`src/verilog/nmi_entry_cfg.svh`:
```
// Constants for the non-maskable interrupt entry and return sequencer.
// How it works
// (RULE1) Acceptance clears the DMA main enable bit.
// (RULE2) Acceptance pushes the program counter onto stack.
// (RULE3) Acceptance copies primary enable flag into saved.
// (RULE4) Then primary enable flag cleared, masking interrupts.
// (RULE5) Entry ends by fetching at address 0066H.
// (RULE6) Return instruction pops the stacked program counter.
// (RULE7) Return instruction copies saved flag back to primary.
// (RULE8) Request accepted even during DMA transfers.
// (RULE9) Input falling edge latched until it is sampled.
// (RULE10) Sampled before T3/T1 of last cycle; acknowledge follows.
`ifndef NMI_ENTRY_CFG_SVH
`define NMI_ENTRY_CFG_SVH
`define NMI_VECTOR 16'h0066
`define NMI_SP_RESET 16'h0000
`define NMI_PC_RESET 16'h0000
`define NMI_ACK_CYCLES 4'h4
`endif

```
`src/verilog/nmi_entry_pkg.sv`:
```
// Types for the non-maskable interrupt entry sequencer.
package nmi_entry_pkg;
  typedef enum logic [2:0] {
    ST_RUN,
    ST_ACK,
    ST_PUSH_HI,
    ST_PUSH_LO,
    ST_POP_LO,
    ST_POP_HI
  } nmi_state_e;
endpackage

```
`src/verilog/nonmaskable_interrupt_entry.sv`:
```
// Non-maskable interrupt latch, acknowledge, entry and return sequencer.
`timescale 1ns/100ps
`include "nmi_entry_cfg.svh"
module nonmaskable_interrupt_entry (
  input wire logic clk,
  input wire logic rst,
  input wire logic nmi_n,
  input wire logic sample_point,
  input wire logic mcycle_end,
  input wire logic [15:0] cpu_pc,
  input wire logic [15:0] cpu_sp,
  input wire logic return_from_nonmaskable_exec,
  input wire logic interrupt_enable_flag_primary_set,
  input wire logic interrupt_enable_flag_primary_clr,
  input wire logic dma_main_enable_in,
  input wire logic dma_main_enable_wr,
  input wire logic mem_ready,
  input wire logic [7:0] mem_rdata,
  output logic nmi_ack,
  output logic busy,
  output logic interrupt_enable_flag_primary,
  output logic interrupt_enable_flag_saved,
  output logic dma_main_enable,
  output logic [15:0] pc_load,
  output logic pc_load_valid,
  output logic [15:0] sp_out,
  output logic mem_wr,
  output logic mem_rd,
  output logic [15:0] mem_addr,
  output logic [7:0] mem_wdata
);

  // ****************************************************************
  // Edge latch and sampling
  // ****************************************************************
  logic nmi_n_prev_r;
  logic nmi_pend_r;
  logic nmi_taken_r;
  nmi_entry_pkg::nmi_state_e state_r;
  logic [3:0] ack_cnt_r;
  logic [15:0] saved_pc_r;
  logic [7:0] pop_lo_r;
  logic nmi_fall;
  logic sample_hit;
  logic accept;
  logic return_from_nonmaskable_go;
  logic busy_nxt;

  assign nmi_fall = nmi_n_prev_r & ~nmi_n;
  // Sampling is not gated by DMA activity, so a transfer can be broken into. [RULE8]
  assign sample_hit = sample_point & nmi_pend_r & (state_r == nmi_entry_pkg::ST_RUN); // [RULE10]
  // Acceptance needs a sampled request and the end of the machine cycle in progress.
  assign accept = (state_r == nmi_entry_pkg::ST_RUN) && nmi_taken_r && mcycle_end; // [RULE10]
  // A return is refused in the edge where acceptance starts; acceptance wins.
  assign return_from_nonmaskable_go = (state_r == nmi_entry_pkg::ST_RUN) && return_from_nonmaskable_exec && !accept;

  always_ff @(posedge clk) begin
    if (rst) begin
      nmi_n_prev_r <= 1'b1;
    end else begin
      nmi_n_prev_r <= nmi_n;
    end
  end

  // A new edge in the sampling cycle wins over the clear, so it is never lost.
  always_ff @(posedge clk) begin
    if (rst) begin
      nmi_pend_r <= 1'b0;
    end else if (nmi_fall) begin
      nmi_pend_r <= 1'b1; // [RULE9]
    end else if (sample_hit) begin
      nmi_pend_r <= 1'b0; // [RULE9]
    end
  end

  // Sampled request waits for the current machine cycle to end.
  always_ff @(posedge clk) begin
    if (rst) begin
      nmi_taken_r <= 1'b0;
    end else if (sample_hit) begin
      nmi_taken_r <= 1'b1; // [RULE10]
    end else if (state_r == nmi_entry_pkg::ST_ACK) begin
      nmi_taken_r <= 1'b0;
    end
  end

  // ****************************************************************
  // Sequencer
  // ****************************************************************
  always_ff @(posedge clk) begin
    if (rst) begin
      state_r <= nmi_entry_pkg::ST_RUN;
      ack_cnt_r <= 4'h0;
    end else begin
      case (state_r)
        nmi_entry_pkg::ST_RUN: begin
          if (nmi_taken_r && mcycle_end) begin
            state_r <= nmi_entry_pkg::ST_ACK; // [RULE10]
            ack_cnt_r <= `NMI_ACK_CYCLES - 4'h1;
          end else if (return_from_nonmaskable_exec) begin
            state_r <= nmi_entry_pkg::ST_POP_LO;
          end
        end
        nmi_entry_pkg::ST_ACK: begin
          if (ack_cnt_r == 4'h0) begin
            state_r <= nmi_entry_pkg::ST_PUSH_HI;
          end else begin
            ack_cnt_r <= ack_cnt_r - 4'h1;
          end
        end
        nmi_entry_pkg::ST_PUSH_HI: begin
          if (mem_ready) begin
            state_r <= nmi_entry_pkg::ST_PUSH_LO;
          end
        end
        nmi_entry_pkg::ST_PUSH_LO: begin
          if (mem_ready) begin
            state_r <= nmi_entry_pkg::ST_RUN;
          end
        end
        nmi_entry_pkg::ST_POP_LO: begin
          if (mem_ready) begin
            state_r <= nmi_entry_pkg::ST_POP_HI;
          end
        end
        nmi_entry_pkg::ST_POP_HI: begin
          if (mem_ready) begin
            state_r <= nmi_entry_pkg::ST_RUN;
          end
        end
        default: begin
          state_r <= nmi_entry_pkg::ST_RUN;
        end
      endcase
    end
  end

  // ****************************************************************
  // Acknowledge and busy
  // ****************************************************************
  // Busy falls at the edge that completes the last stack byte, together with
  // the jump target, so the core never sees a gap between the two.
  always_comb begin
    busy_nxt = 1'b1;
    case (state_r)
      nmi_entry_pkg::ST_RUN: begin
        busy_nxt = accept | return_from_nonmaskable_go;
      end
      nmi_entry_pkg::ST_ACK: begin
        busy_nxt = 1'b1;
      end
      nmi_entry_pkg::ST_PUSH_HI: begin
        busy_nxt = 1'b1;
      end
      nmi_entry_pkg::ST_PUSH_LO: begin
        busy_nxt = !mem_ready;
      end
      nmi_entry_pkg::ST_POP_LO: begin
        busy_nxt = 1'b1;
      end
      nmi_entry_pkg::ST_POP_HI: begin
        busy_nxt = !mem_ready;
      end
      default: begin
        busy_nxt = 1'b1;
      end
    endcase
  end

  always_ff @(posedge clk) begin
    if (rst) begin
      nmi_ack <= 1'b0;
      busy <= 1'b0;
    end else begin
      nmi_ack <= accept; // [RULE10]
      busy <= busy_nxt;
    end
  end

  // ****************************************************************
  // Interrupt enable flags and DMA main enable
  // ****************************************************************
  // Flags change at acknowledge start so maskable requests see the mask at once.
  always_ff @(posedge clk) begin
    if (rst) begin
      interrupt_enable_flag_primary <= 1'b0;
      interrupt_enable_flag_saved <= 1'b0;
    end else if ((state_r == nmi_entry_pkg::ST_RUN) && nmi_taken_r && mcycle_end) begin
      interrupt_enable_flag_saved <= interrupt_enable_flag_primary; // [RULE3]
      interrupt_enable_flag_primary <= 1'b0; // [RULE4]
    end else if ((state_r == nmi_entry_pkg::ST_RUN) && return_from_nonmaskable_exec) begin
      interrupt_enable_flag_primary <= interrupt_enable_flag_saved; // [RULE7]
    end else if (interrupt_enable_flag_primary_set) begin
      interrupt_enable_flag_primary <= 1'b1;
      interrupt_enable_flag_saved <= 1'b1;
    end else if (interrupt_enable_flag_primary_clr) begin
      interrupt_enable_flag_primary <= 1'b0;
      interrupt_enable_flag_saved <= 1'b0;
    end
  end

  // Acceptance overrides a software write in the same cycle.
  always_ff @(posedge clk) begin
    if (rst) begin
      dma_main_enable <= 1'b0;
    end else if ((state_r == nmi_entry_pkg::ST_RUN) && nmi_taken_r && mcycle_end) begin
      dma_main_enable <= 1'b0; // [RULE1]
    end else if (dma_main_enable_wr) begin
      dma_main_enable <= dma_main_enable_in;
    end
  end

  // ****************************************************************
  // Stack traffic and program counter
  // ****************************************************************
  // Entries are not guarded against nesting: every acceptance pushes two more
  // bytes, so requests without matching returns walk the stack down unchecked.
  always_ff @(posedge clk) begin
    if (rst) begin
      saved_pc_r <= `NMI_PC_RESET;
    end else if ((state_r == nmi_entry_pkg::ST_RUN) && nmi_taken_r && mcycle_end) begin
      saved_pc_r <= cpu_pc; // [RULE2]
    end
  end

  always_ff @(posedge clk) begin
    if (rst) begin
      pop_lo_r <= 8'h00;
    end else if ((state_r == nmi_entry_pkg::ST_POP_LO) && mem_ready) begin
      pop_lo_r <= mem_rdata;
    end
  end

  always_ff @(posedge clk) begin
    if (rst) begin
      sp_out <= `NMI_SP_RESET;
      mem_wr <= 1'b0;
      mem_rd <= 1'b0;
      mem_addr <= 16'h0000;
      mem_wdata <= 8'h00;
    end else begin
      mem_wr <= 1'b0;
      mem_rd <= 1'b0;
      case (state_r)
        nmi_entry_pkg::ST_RUN: begin
          sp_out <= cpu_sp;
          if (return_from_nonmaskable_exec && !(nmi_taken_r && mcycle_end)) begin
            mem_rd <= 1'b1; // [RULE6]
            mem_addr <= cpu_sp;
          end
        end
        nmi_entry_pkg::ST_ACK: begin
          if (ack_cnt_r == 4'h0) begin
            mem_wr <= 1'b1; // [RULE2]
            mem_addr <= sp_out - 16'h0001;
            mem_wdata <= saved_pc_r[15:8];
            sp_out <= sp_out - 16'h0001;
          end
        end
        nmi_entry_pkg::ST_PUSH_HI: begin
          mem_wr <= 1'b1;
          if (mem_ready) begin
            mem_addr <= sp_out - 16'h0001;
            mem_wdata <= saved_pc_r[7:0]; // [RULE2]
            sp_out <= sp_out - 16'h0001;
          end
        end
        nmi_entry_pkg::ST_PUSH_LO: begin
          mem_wr <= !mem_ready;
        end
        nmi_entry_pkg::ST_POP_LO: begin
          mem_rd <= 1'b1;
          if (mem_ready) begin
            mem_addr <= sp_out + 16'h0001;
            sp_out <= sp_out + 16'h0001;
          end
        end
        nmi_entry_pkg::ST_POP_HI: begin
          mem_rd <= !mem_ready;
          if (mem_ready) begin
            sp_out <= sp_out + 16'h0001; // [RULE6]
          end
        end
        default: begin
          sp_out <= cpu_sp;
        end
      endcase
    end
  end

  always_ff @(posedge clk) begin
    if (rst) begin
      pc_load <= 16'h0000;
      pc_load_valid <= 1'b0;
    end else begin
      pc_load_valid <= 1'b0;
      if ((state_r == nmi_entry_pkg::ST_PUSH_LO) && mem_ready) begin
        pc_load <= `NMI_VECTOR; // [RULE5]
        pc_load_valid <= 1'b1;
      end else if ((state_r == nmi_entry_pkg::ST_POP_HI) && mem_ready) begin
        pc_load <= {mem_rdata, pop_lo_r}; // [RULE6]
        pc_load_valid <= 1'b1;
      end
    end
  end

endmodule

```
`config.mk`:
```
export PLATFORM = sky130hd
export DESIGN_NAME = nonmaskable_interrupt_entry
export DESIGN_NICKNAME = d
export VERILOG_FILES = /design/src/verilog/nmi_entry_pkg.sv /design/src/verilog/nonmaskable_interrupt_entry.sv
export VERILOG_INCLUDE_DIRS = /design/src /design/src/verilog
export SDC_FILE = /design/constraint.sdc
export NUM_CORES = 1
export LEC_CHECK = 0
export CAP_MARGIN = 40
export CORE_AREA = 2 2 102 178
export DETAILED_ROUTE_END_ITERATION = 16
export DIE_AREA = 0 0 104 180
export DONT_BUFFER_PORTS = 1
export PLACE_DENSITY_LB_ADDON = 0.12
export SYNTH_ARGS = -nofsm -noshare
export SYNTH_HDL_FRONTEND = slang
export SYNTH_SLANG_ARGS = --single-unit
```
`constraint.sdc`:
```
create_clock -name clk -period 2.6 [get_ports clk]
set_input_delay 0.39 -clock clk [delete_from_list [all_inputs] [get_ports clk]]
set_output_delay 0.39 -clock clk [all_outputs]
set_load 0.01 [all_outputs]
```
Word level (Yosys, flattened, before mapping)
Cells that the tools add are included.

$add $sub $neg: 3. Eq/ne operators: 15. Multiplexer cells: 37. Bitwise logic cells: 6. Reductions and logical operators: 32.

Operators with widths (count): 16-bit case mux with 4 select lines (2); 16-bit two-way mux (4); 3-bit two-way mux (6); 16-bit by 1-bit adder with 16-bit output, second input constant (1); 8-bit two-way mux (2); 8-bit case mux with 2 select lines (1); 16-bit by 1-bit subtractor with 16-bit output, second input constant (1); 3-bit case mux with 5 select lines (1); 7-bit two-way mux (2); 1-bit two-way mux (13); 2-bit by 1-bit != test with 1-bit output, second input constant (5); 5-bit AND reduction (2); 2-bit nonzero test (5); 1-bit logical AND (9); 4-bit two-way mux (2); 2-bit != test, second input constant (4); 4-bit case mux with 2 select lines (1); 2-bit OR reduction (4); 3-bit by 2-bit equality test with 1-bit output, second input constant (2); 3-bit equality test, second input constant (2); 1-bit case mux with 3 select lines (2); 3-bit AND reduction (2); 3-bit nonzero test (2); 4-bit logical NOT (1); 12 further kinds (17).

Register bits: 98. Input bits: 51. Output and inout bits: 64. Logic and storage cells: 113.

Longest topological paths before layout
Gate-level depths: netlist of the first run.

Word-level depth: 7. Mapped depth: 8. Depth with buffers taken out: 7.

Worst setup path before layout of the first run
No wires, ideal clock.

Path kind: reg2reg. From: register sp_out[0]. To: register mem_addr[10]. Data arrival time: 1967 ps. Data required time: 2468 ps. Setup slack: 502 ps. Cell stages (with the launch flop): 9. Period minus slack after synthesis: 2098 ps. Cells stage by stage: dfxtp_1 > buf_6 > inv_1 > ha_1 > or4b_1 > nor4_2 > mux2i_1 > a2111oi_0 > nor3_1.

Longest elaborated chain between the ends: 3. Elaborated cells on any way between the ends: 6. Those cells by class: add/sub (2); mux (4).

RTL lines: start, declared (RTL line nonmaskable_interrupt_entry.sv:26) `output logic [15:0] sp_out,`; start signal, assigned (RTL line nonmaskable_interrupt_entry.sv:236) `` sp_out <= `NMI_SP_RESET; ``; start signal, assigned (RTL line nonmaskable_interrupt_entry.sv:246) `sp_out <= cpu_sp;`; start signal, assigned (RTL line nonmaskable_interrupt_entry.sv:257) `sp_out <= sp_out - 16'h0001;`; 16-bit by 1-bit adder with 16-bit output or 16-bit by 1-bit subtractor with 16-bit output (tied branches) (RTL line nonmaskable_interrupt_entry.sv:274, nonmaskable_interrupt_entry.sv:255, nonmaskable_interrupt_entry.sv:263); 16-bit two-way mux, on equally long branches (RTL line nonmaskable_interrupt_entry.sv:273, nonmaskable_interrupt_entry.sv:253, nonmaskable_interrupt_entry.sv:262); 16-bit case mux with 4 select lines (*) (RTL line nonmaskable_interrupt_entry.sv:244) `case (state_r)`; end signal, assigned (RTL line nonmaskable_interrupt_entry.sv:249) `mem_addr <= cpu_sp;`; end signal, assigned (RTL line nonmaskable_interrupt_entry.sv:255) `mem_addr <= sp_out - 16'h0001;`; end signal, assigned (RTL line nonmaskable_interrupt_entry.sv:274) `mem_addr <= sp_out + 16'h0001;`; end, declared (RTL line nonmaskable_interrupt_entry.sv:29) `output logic [15:0] mem_addr,`.

Every way passes the cells marked *; elsewhere a longest branch is shown, timed or not. The select of a mux whose other input is x is not followed. A chain may end at the register's enable or synchronous reset.

Worst setup path after layout of the first run
From: register ack_cnt_r[0]. To: register sp_out[0].

Longest elaborated chain between the ends: 3.

RTL lines: start, declared (RTL line nonmaskable_interrupt_entry.sv:40) `logic [3:0] ack_cnt_r;`; start signal, assigned (RTL line nonmaskable_interrupt_entry.sv:99) `` ack_cnt_r <= `NMI_ACK_CYCLES - 4'h1; ``; start signal, assigned (RTL line nonmaskable_interrupt_entry.sv:108) `ack_cnt_r <= ack_cnt_r - 4'h1;`; 4-bit logical NOT (RTL line nonmaskable_interrupt_entry.sv:253) `if (ack_cnt_r == 4'h0) begin`; 2-bit by 1-bit != test with 1-bit output (no source line); 4-bit AND reduction (no source line); end signal, assigned (RTL line nonmaskable_interrupt_entry.sv:246); end signal, assigned (RTL line nonmaskable_interrupt_entry.sv:257); end signal, assigned (RTL line nonmaskable_interrupt_entry.sv:265) `sp_out <= sp_out - 16'h0001;`.

Every way passes these cells.

==> results of run 1 <==
## cell usage in the layout, fill, tap and decap left out, types with 9 or more instances in the layout
| master | synthesis | routed |
|---|---|---|
| a21oi_1 | 77 | 77 |
| inv_1 | 13 | 13 |
| nor3_1 | 23 | 23 |
| dfxtp_1 | 98 | 98 |
| mux2i_1 | 17 | 17 |
| a211oi_1 | 13 | 13 |
| nand2_1 | 105 | 105 |
| or3_1 | 11 | 11 |
| o21ai_0 | 18 | 18 |
| buf_4 | 0 | 46 |
| a311oi_1 | 12 | 12 |
| clkbuf_16 | 0 | 9 |
| nor2_1 | 63 | 63 |
## per-stage QoR
step / total power (uW) / utilization, %
finish: 7340 / 33.7
global placement: 5980 / 32.0
floorplan: 4580 / -
detailed placement: 6020 / 32.0
CTS: 7410 / 33.7
global route: 7830 / 33.7
## layer usage
metal | GRT usage [%] | vias to the layer above
met1 | 19.8 | 2316
met4 | 7.68 | 0
li1 | - | 2342
met5 | 0 | -
met3 | 4.46 | 37
met2 | 34.3 | 157
## synthesized netlist by cell type, types with 2 or more instances
cell / instances / area (um2)
nand2_1: 105 / 394
dfxtp_1: 98 / 1960
a21oi_1: 77 / 385
nor2_1: 63 / 236
clkbuf_1: 30 / 113
nor3_1: 23 / 115
o21ai_0: 18 / 90.1
mux2i_1: 17 / 170
buf_2: 14 / 70.1
a211oi_1: 13 / 97.6
inv_1: 13 / 48.8
a311oi_1: 12 / 105
or3_1: 11 / 68.8
a2111oi_0: 8 / 70.1
nand2b_1: 8 / 50.1
nand3_1: 8 / 40.0
xor2_1: 8 / 70.1
nor4_1: 7 / 43.8
o22ai_1: 7 / 43.8
o31ai_1: 7 / 52.6
xnor2_1: 6 / 52.6
a221oi_1: 5 / 43.8
nand4_1: 5 / 31.3
or2_2: 5 / 31.3
a22oi_1: 4 / 30.0
and2_1: 4 / 25.0
ha_1: 4 / 50.1
nor2b_1: 4 / 25.0
or4_1: 4 / 30.0
a31oi_1: 3 / 18.8
buf_1: 3 / 11.3
nor3b_1: 3 / 22.5
o31a_1: 3 / 26.3
or4_4: 3 / 33.8
a2bb2oi_1: 2 / 17.5
and3_1: 2 / 12.5
buf_6: 2 / 22.5
nor3_2: 2 / 20.0
o21ai_1: 2 / 10.0
o32a_1: 2 / 20.0
o32ai_1: 2 / 17.5
## power breakdown
| part | switching [uW] | total [uW] | internal, uW |
|---|---|---|---|
| logic | 2250 | 3730 | 1480 |
| clock network | 637 | 1350 | 715 |
| registers | 465 | 2260 | 1790 |
| total | 3350 | 7340 | 3990 |
## cells by family (layout without fill, tap and decap cells)
| group | count (synthesis) | in the layout | synth area share [%] |
|---|---|---|---|
| AO/OA/AOI/OAI | 184 | 184 | 23.8 |
| XOR/XNOR | 14 | 14 | 2.41 |
| adder cells (fa/ha/maj) | 4 | 4 | 0.984 |
| multiplexers | 18 | 18 | 3.57 |
| AND/OR/NAND/NOR | 266 | 266 | 25.2 |
| flip-flops | 98 | 98 | 38.6 |
| buffers and inverters | 63 | 76 | 5.48 |
## timing repair
action                     in CTS  in global routing
resized for setup               0                  1
setup endpoints to repair       0                  3
hold buffers                    0                  0
## worst reg2reg max path: stages (launching register included)
cell	delay, ns
dfxtp_1	0.34
inv_1	0.09
ha_1	0.15
or3b_1	0.43
a22oi_1	0.40
o22ai_1	0.23
buf_4	0.23
or3_1	0.37
a31oi_1	0.16
## worst max-delay path by stage
stage                    to  slack, ns
2_1_floorplan  mem_addr[10]       0.50
3_3_place_gp      sp_out[5]       0.22
3_5_place_dp      sp_out[9]       0.17
4_1_cts           sp_out[0]       0.14
5_1_grt          sp_out[10]     -0.007
6_report          sp_out[0]       0.14
## state kept, by name (all words and copies together), names as in the netlist, 3 cells and up
register    flops
mem_addr       16
pc_load        16
saved_pc_r     16
sp_out         16
mem_wdata       8
pop_lo_r        8
ack_cnt_r       4
state_r         3
## area by class of cell
type | instances | area, um2 | area share (%)
multi-input cells | 486 | 2880 | 49.3
well taps | 231 | 289 | 4.95
clock buffers | 11 | 253 | 4.33
clock inverters | 5 | 42.5 | 0.729
flip-flops and latches | 98 | 1960 | 33.6
repair buffers | 47 | 365 | 6.26
inverters | 13 | 48.8 | 0.836
==> flow_metrics.py, run 1 <==
metrics = {
    "synthesis": {
        "synthDistinctLibCells": 71,
        "synth-edff-count": 0,
        "synth.avg_cell_area_um2": 7.86,
        "synth.net_count": 702,
        "synth.yosys.seq_area_share_pct": 38.6,
        "synthesis.instances": 647,
        "synthesis.area_mm2": 0.00509,
        "synth-seq-cells": 98,
        "ys.flop_type": "dfxtp_1",
        "synth.yosys.warnings": 0,
        "synthArstFlopShare_pct": 0,
    },
    "worst_setup_path": {
        "timing.critical_path.arrival_ns": 2.75,
        "crit_path_start_kind": "register",
        "cp_cell_sequence": "inv_1 > ha_1 > or3b_1 > a22oi_1 > o22ai_1 > buf_4 > or3_1 > a31oi_1",
        "timing.critical_path.slowest_cell_delay_ns": 0.43,
        "crit-reg2reg-capture": "sp_out[0]",
        "startpoint": "ack_cnt_r[0]",
        "worstPathBufferInverterCount": 2,
        "cp_num_cells": 8,
        "path_delay_family": "simple AND/OR/NAND/NOR gates",
        "worst-r2r-cell-count": 8,
        "path_max_fanout": 11,
        "timing.critical_path.to_type": "register",
        "rrSetupSlack_ns": 0.14,
        "crit-reg2reg-launch": "ack_cnt_r[0]",
        "critical_path_required_ns": 2.89,
        "critPathSlowestCell": "or3b_1",
        "path_class": "register to register",
    },
    "job": {
        "max_cap_viol_count": 0,
    },
    "placed_design": {
        "place_inst": 875,
        "routability_congestion_estimate_from_global_placement": 0.810,
        "dpl_worst_slack_ns": 0.170,
        "placement.io_buffers": 0,
        "detailed_place_hpwl_um": 12800,
        "dpl-instance-area_mm2": 0.00553,
    },
    "sta": {
        "final_cycle_utilization_of_the_critical_path_pct": 94.8,
        "setup_viol": 0,
        "fin_skew_ns": 0.00486,
        "period_needed_ns": 2.46,
        "setup_slack_ns": 0.135,
        "final.setup.tns_ns": 0,
        "hold_violations": 0,
        "worst_hold_margin_ns": 0.101,
        "final_max_slew_viol_count": 0,
        "relSlewSlack_pct": 44.8,
        "max_clock_freq_mhz": 406,
        "worstMarginPinSlew_ns": 0.824,
    },
    "floorplanning": {
        "fp.dieArea_mm2": 0.0187,
        "die_x_um": 104,
        "row_count": 64,
        "design.core.area_mm2": 0.0173,
        "die_outline_height_um": 180,
        "i_o_pin_cnt": 115,
        "initial_util_pct": 29.4,
    },
    "cells_and_area": {
        "count_of_placed_standard_cells_in_the_final_layout_fillers_left_out": 891,
        "flow.area_growth_from_synthesis_pct": 14.7,
        "diodes": 0,
        "filler_cell_count": 1890,
        "final_nets": 710,
        "layout-drive-gt1-share_pct": 13.0,
        "finish.instance_area_mm2": 0.00584,
    },
    "drt": {
        "drc_errors": 0,
        "wl_per_cell_um": 19.7,
        "antenna_violating_nets_post_route": 0,
        "wire_length_the_detailed_router_placed_on_met1_um": 6570,
        "met2WireLength_um": 9380,
        "topRoutingLayerUsed": "met4",
        "dr.pass1.iters": 5,
        "via_count": 4852,
        "routed-wl-met3_um": 1040,
        "drt-total-wl_um": 17600,
        "post_drt_via_cell_ratio": 5.45,
        "dr.first_iter.drc_count": 263,
    },
    "global_routing": {
        "grt_overflow": 0,
        "global_route_wire_length_before_repair_um": 27100,
        "antenna_found_initial": 0,
        "first_global_vias": 4717,
        "global_route.usage.total_pct": 18.5,
        "grt_max_degree": 92,
    },
    "worst_hold_path": {
        "hold_path_class": "input pin to register",
        "startpoint_of_the_most_critical_hold_path": "rst",
        "worstHoldPathCells": 1,
        "timing.hold.worst_endpoint": "mem_addr[11]",
    },
    "pwr": {
        "cellLeakagePower_uw": 0.00202,
        "peak_ir_drop_on_the_vdd_network_uv": 376,
        "power-per-cell-area_mw_per_mm2": 1260,
    },
    "clock_tree": {
        "clock_sinks": 98,
        "clock_tree_root_driver_cell": "clkbuf_16",
        "cts_tree": "done",
        "clk_transition_reported_paths_ns": 0.07,
        "cts.htree.levels": 3,
        "post_cts.repair.setup_buffers": 0,
        "ctsLongestPathBuffers": 2,
        "cts_buffer_count": 9,
        "worst_skew_pair.late_latency_ns": 0.35,
    },
    "status": {
        "run_status": "finished, final reports clean",
    },
}
(Power assumes the default switching activity.)
==> run 2, diff against run 1 <==
==> constraint.sdc (replaced) <==
create_clock -name clk -period 2.83 [get_ports clk]
set_input_delay 0.4245 -clock clk [delete_from_list [all_inputs] [get_ports clk]]
set_output_delay 0.4245 -clock clk [all_outputs]
set_load 0.01 [all_outputs]
==> flow_metrics.py, run 2 (same netlist as run 1, synthesis figures left out) <==
metrics = {
    "global_routing": {
        "grt_overflow": 0,
        "grt_max_degree": 92,
        "antenna_found_initial": 0,
        "first_global_vias": 4667,
        "global_route_wire_length_before_repair_um": 26700,
        "global_route.usage.total_pct": 18.2,
    },
    "pwr": {
        "power-per-cell-area_mw_per_mm2": 1140,
        "cellInternalPower_uw": 3490,
        "peak_ir_drop_on_the_vdd_network_uv": 456,
        "cellLeakagePower_uw": 0.00193,
        "p_sw_share_pct": 46.1,
        "post-layout-total-power_uw": 6460,
        "power_frac_clock_pct": 18.5,
        "seq_power_share_pct": 32.4,
        "power.combinational.fraction_pct": 49.2,
        "netSwitchingPower_uw": 2980,
    },
    "worst_setup_path": {
        "startpoint": "sp_out[0]",
        "timing.critical_path.slowest_cell_delay_ns": 0.58,
        "worstPathBufferInverterCount": 0,
        "critical_path_required_ns": 3.04,
        "path_delay_family": "simple AND/OR/NAND/NOR gates",
        "cp_cell_sequence": "ha_1 > nand3_1 > nor4_1 > xor2_1 > a222oi_1 > a211oi_1",
        "timing.critical_path.arrival_ns": 2.73,
        "worst-r2r-cell-count": 6,
        "path_max_fanout": 12,
        "timing.critical_path.to_type": "register",
        "critPathSlowestCell": "dfxtp_1",
        "crit_path_start_kind": "register",
        "rrSetupSlack_ns": 0.30,
        "crit-reg2reg-launch": "sp_out[0]",
        "crit-reg2reg-capture": "mem_addr[12]",
        "path_class": "register to register",
    },
    "sta": {
        "final_cycle_utilization_of_the_critical_path_pct": 89.3,
        "max_clock_freq_mhz": 396,
        "period_needed_ns": 2.53,
        "relSlewSlack_pct": 55.7,
        "final.setup.tns_ns": 0,
        "final_max_slew_viol_count": 0,
        "setup_viol": 0,
        "fin_skew_ns": 0.0107,
        "worstMarginPinSlew_ns": 0.662,
        "setup_repair_after_global_routing_missed_its_margin": "no",
        "hold_violations": 0,
    },
    "cells_and_area": {
        "flow.area_growth_from_synthesis_pct": 11.7,
        "multiInputGateArea_mm2": 0.00287,
        "final_common_cell": "nand2_1",
        "filler_cell_count": 1885,
        "final_cell_mix": "nand2_1 (105), dfxtp_1 (98), a21oi_1 (77)",
        "layout-drive-gt1-share_pct": 10.7,
        "diodes": 0,
        "final_nets": 694,
        "seqCellArea_mm2": 0.00196,
    },
    "placed_design": {
        "routability_congestion_estimate_from_global_placement": 0.835,
        "placement.io_buffers": 0,
        "detailed_place_hpwl_um": 12100,
    },
    "drt": {
        "drc_errors": 0,
        "post_drt_via_cell_ratio": 5.41,
        "via_count": 4731,
        "antenna_violating_nets_post_route": 0,
        "drt-total-wl_um": 17000,
        "wl_per_cell_um": 19.4,
        "dr.pass1.iters": 4,
        "dr.first_iter.drc_count": 253,
    },
    "floorplanning": {
        "i_o_pin_cnt": 115,
        "row_count": 64,
        "initial_util_pct": 29.4,
        "die_x_um": 104,
        "die_outline_height_um": 180,
        "design.core.area_mm2": 0.0173,
        "fp.dieArea_mm2": 0.0187,
    },
    "clock_tree": {
        "clock_tree_root_driver_cell": "clkbuf_16",
        "cts_tree": "done",
        "ctsLongestPathBuffers": 2,
        "clk_transition_reported_paths_ns": 0.07,
        "worst_skew_pair.late_latency_ns": 0.36,
        "cts_hold_repair.buffers": 0,
        "cts_resized": 0,
        "cts_buffer_count": 9,
        "post_cts.repair.setup_buffers": 0,
        "clock_sinks": 98,
        "cts.htree.levels": 3,
    },
    "worst_hold_path": {
        "worstHoldPathCells": 1,
        "startpoint_of_the_most_critical_hold_path": "rst",
        "timing.hold.worst_endpoint": "mem_addr[11]",
        "hold_path_class": "input pin to register",
    },
    "status": {
        "run_status": "finished, final reports clean",
    },
    "job": {
        "max_cap_viol_count": 0,
    },
}
[run 2: area by class of cell]
type	instances	share of cell area (%)
timing repair buffer	31	4.10
tap	231	5.09
clock buffer	11	4.27
multi-input combinational	486	50.4
clock inverter	5	0.705
inverter	13	0.859
sequential	98	34.5
[run 2: layer usage]
| metal | up-vias | routed length, um | GRT usage [%] |
|---|---|---|---|
| met2 | 134 | 9100 | 32.7 |
| met4 | 0 | 455 | 8.43 |
| met1 | 2251 | 6430 | 19.8 |
| met5 | - | 0 | 0 |
| li1 | 2319 | - | - |
| met3 | 27 | 1000 | 4.68 |
[run 2: how the worst max path moves through the flow]
| stage | endpoint | slack (ns) | depth (start not counted) |
|---|---|---|---|
| floorplan | mem_addr[10] | 0.73 | 8 |
| global placement | mem_addr[12] | 0.41 | 6 |
| detailed placement | mem_addr[12] | 0.34 | 6 |
| CTS | sp_out[10] | 0.32 | 6 |
| global route | sp_out[8] | 0.07 | 6 |
| finish | mem_addr[12] | 0.30 | 6 |
[run 2: power by group through the flow]
| stage | Sequential [uW] | Clock [uW] | Combinational, uW |
|---|---|---|---|
| finish | 2090 | 1190 | 3180 |
| global route | 2140 | 1300 | 3490 |
| CTS | 2090 | 1250 | 3210 |
| detailed placement | 2130 | 0 | 3190 |
| global placement | 2130 | 0 | 3170 |
| floorplan | 1930 | 0 | 2270 |
[run 2: worst reg2reg max path, delay by kind of cell (launching register included)]
kind,cells,cell delay [ns]
AND/OR/NAND/NOR,2,0.88
flip-flops,1,0.58
AO/OA/AOI/OAI,2,0.47
adder cells (fa/ha/maj),1,0.32
XOR/XNOR,1,0.14
[run 2: metrics by stage]
stage          instances  setup slack (ns)  area [um2]  hold WS (ns)  utilization [%]
6_report             875             0.304        5680         0.150             32.8
3_5_place_dp         859             0.338        5400         0.441             31.2
2_1_floorplan        647             0.732        5090         0.432                -
3_3_place_gp         858             0.412        5390         0.438             31.2
4_1_cts              875             0.320        5680         0.127             32.8
5_1_grt              875            0.0746        5680         0.119             32.8
==> run 3, diff against run 2 <==
--- a/config.mk
+++ b/config.mk
@@ -7,9 +7,9 @@
 export NUM_CORES = 1
 export LEC_CHECK = 0
 export CAP_MARGIN = 40
-export CORE_AREA = 2 2 102 178
+export CORE_AREA = 2 2 120 151
 export DETAILED_ROUTE_END_ITERATION = 16
-export DIE_AREA = 0 0 104 180
+export DIE_AREA = 0 0 122 153
 export DONT_BUFFER_PORTS = 1
 export PLACE_DENSITY_LB_ADDON = 0.12
 export SYNTH_ARGS = -nofsm -noshare
==> flow_metrics.py, run 3 (same netlist as run 1, synthesis figures left out) <==
metrics = {
    "global_routing": {
        "grt_overflow": 0,
        "grt_max_degree": 92,
        "first_global_vias": 4695,
        "global_route_wire_length_before_repair_um": 26100,
        "antenna_found_initial": 0,
        "global_route.usage.total_pct": 18.0,
    },
    "cells_and_area": {
        "final_cell_mix": "nand2_1 (105), dfxtp_1 (98), a21oi_1 (77)",
        "diodes": 0,
        "layout-drive-gt1-share_pct": 10.9,
        "flow.area_growth_from_synthesis_pct": 11.9,
        "filler_cell_count": 1861,
        "final_common_cell": "nand2_1",
        "final_nets": 694,
    },
    "worst_hold_path": {
        "timing.hold.worst_endpoint": "mem_addr[11]",
        "hold_path_class": "input pin to register",
        "startpoint_of_the_most_critical_hold_path": "rst",
        "worstHoldPathCells": 1,
    },
    "clock_tree": {
        "cts_tree": "done",
        "cts_resized": 0,
        "worst_skew_pair.late_latency_ns": 0.35,
        "clock_sinks": 98,
        "cts_buffer_count": 9,
        "post_cts.repair.setup_buffers": 0,
        "clock_tree_root_driver_cell": "clkbuf_16",
        "cts_hold_repair.buffers": 0,
        "clk_transition_reported_paths_ns": 0.08,
        "cts.htree.levels": 3,
        "ctsLongestPathBuffers": 2,
    },
    "floorplanning": {
        "initial_util_pct": 29.5,
        "i_o_pin_cnt": 115,
        "die_x_um": 122,
        "die_outline_height_um": 153,
        "row_count": 54,
        "fp.dieArea_mm2": 0.0187,
        "design.core.area_mm2": 0.0172,
    },
    "job": {
        "max_cap_viol_count": 0,
    },
    "worst_setup_path": {
        "path_class": "register to register",
        "crit-reg2reg-capture": "mem_addr[12]",
        "timing.critical_path.to_type": "register",
        "crit-reg2reg-launch": "sp_out[0]",
        "rrSetupSlack_ns": 0.30,
        "crit_path_start_kind": "register",
        "path_max_fanout": 12,
        "timing.critical_path.arrival_ns": 2.73,
        "critical_path_required_ns": 3.03,
        "worst-r2r-cell-count": 6,
    },
    "pwr": {
        "power-per-cell-area_mw_per_mm2": 1140,
        "cellLeakagePower_uw": 0.00193,
        "power.combinational.fraction_pct": 48.5,
        "netSwitchingPower_uw": 2960,
        "cellInternalPower_uw": 3520,
        "peak_ir_drop_on_the_vdd_network_uv": 366,
        "p_sw_share_pct": 45.7,
        "seq_power_share_pct": 32.7,
        "power_frac_clock_pct": 18.8,
    },
    "sta": {
        "period_needed_ns": 2.53,
        "final_max_slew_viol_count": 0,
        "final.setup.tns_ns": 0,
        "final_cycle_utilization_of_the_critical_path_pct": 89.3,
        "fin_skew_ns": 0.00908,
        "setup_repair_after_global_routing_missed_its_margin": "no",
        "worstMarginPinSlew_ns": 0.862,
        "max_clock_freq_mhz": 396,
        "worst_hold_margin_ns": 0.148,
        "setup_slack_ns": 0.304,
        "setup_viol": 0,
        "hold_violations": 0,
        "relSlewSlack_pct": 42.3,
    },
    "placed_design": {
        "placement.io_buffers": 0,
        "routability_congestion_estimate_from_global_placement": 0.827,
        "dpl_worst_slack_ns": 0.347,
        "detailed_place_hpwl_um": 11700,
    },
    "status": {
        "run_status": "finished, final reports clean",
    },
    "drt": {
        "drc_errors": 0,
        "via_count": 4726,
        "wl_per_cell_um": 19.2,
        "antenna_violating_nets_post_route": 0,
        "drt-total-wl_um": 16700,
        "dr.pass1.iters": 6,
        "dr.first_iter.drc_count": 253,
        "post_drt_via_cell_ratio": 5.44,
    },
}
==> run 3: cell count changes in the layout (fill, tap and decap cells not counted), sizes merged <==
cell      change
clkbuf        -1
clkinv        -2
clkinvlp      +1
inv           +2
==> run 3: worst max-delay path by stage <==
stage,from,to,slack [ns],cells after the start
finish,sp_out[0],mem_addr[12],0.30,6
global placement,sp_out[0],mem_addr[12],0.41,6
CTS,sp_out[0],mem_addr[12],0.32,6
floorplan,sp_out[0],mem_addr[10],0.73,8
global route,sp_out[0],mem_addr[10],0.0005,6
detailed placement,sp_out[0],mem_addr[12],0.35,6
==> run 3: through the flow <==
| stage | power (uW) | util [%] | instances | instance area [um2] |
|---|---|---|---|---|
| 2_1_floorplan | 4210 | - | 647 | 5090 |
| 4_1_cts | 6540 | 33.0 | 868 | 5690 |
| 6_report | 6470 | 33.0 | 868 | 5690 |
| 3_5_place_dp | 5290 | 31.4 | 852 | 5400 |
| 3_3_place_gp | 5270 | 31.4 | 852 | 5400 |
| 5_1_grt | 6960 | 33.0 | 868 | 5690 |
==> run 3: power by group through the flow <==
stage	Sequential, uW	Combinational, uW	Clock [uW]
after floorplan	1930	2270	0
after CTS	2120	3150	1260
after global placement	2150	3120	0
after global routing	2170	3470	1320
final	2120	3140	1220
after detailed placement	2150	3140	0
==> run 3: cell type report <==
type | count | area [um2] | area share [%]
Clock buffer | 10 | 239 | 4.20
Sequential cell | 98 | 1960 | 34.5
Clock inverter | 6 | 50.0 | 0.880
Timing Repair Buffer | 31 | 245 | 4.31
Multi-Input combinational cell | 486 | 2870 | 50.4
Inverter | 13 | 48.8 | 0.858
Tap cell | 224 | 280 | 4.93
==> run 3: critical path, stage by stage, from the launching register on <==
cell      delay, ns
dfxtp_1        0.61
ha_1           0.32
nand3_1        0.39
nor4_1         0.46
xor2_1         0.13
a222oi_1       0.35
a211oi_1       0.12
==> run 3: layer usage <==
metal | track usage (%) | up-vias | wire (um)
li1 | - | 2323 | -
met1 | 20.6 | 2259 | 6810
met2 | 30.7 | 122 | 8290
met3 | 5.71 | 22 | 1210
met4 | 7.01 | 0 | 384
met5 | 0 | - | 0
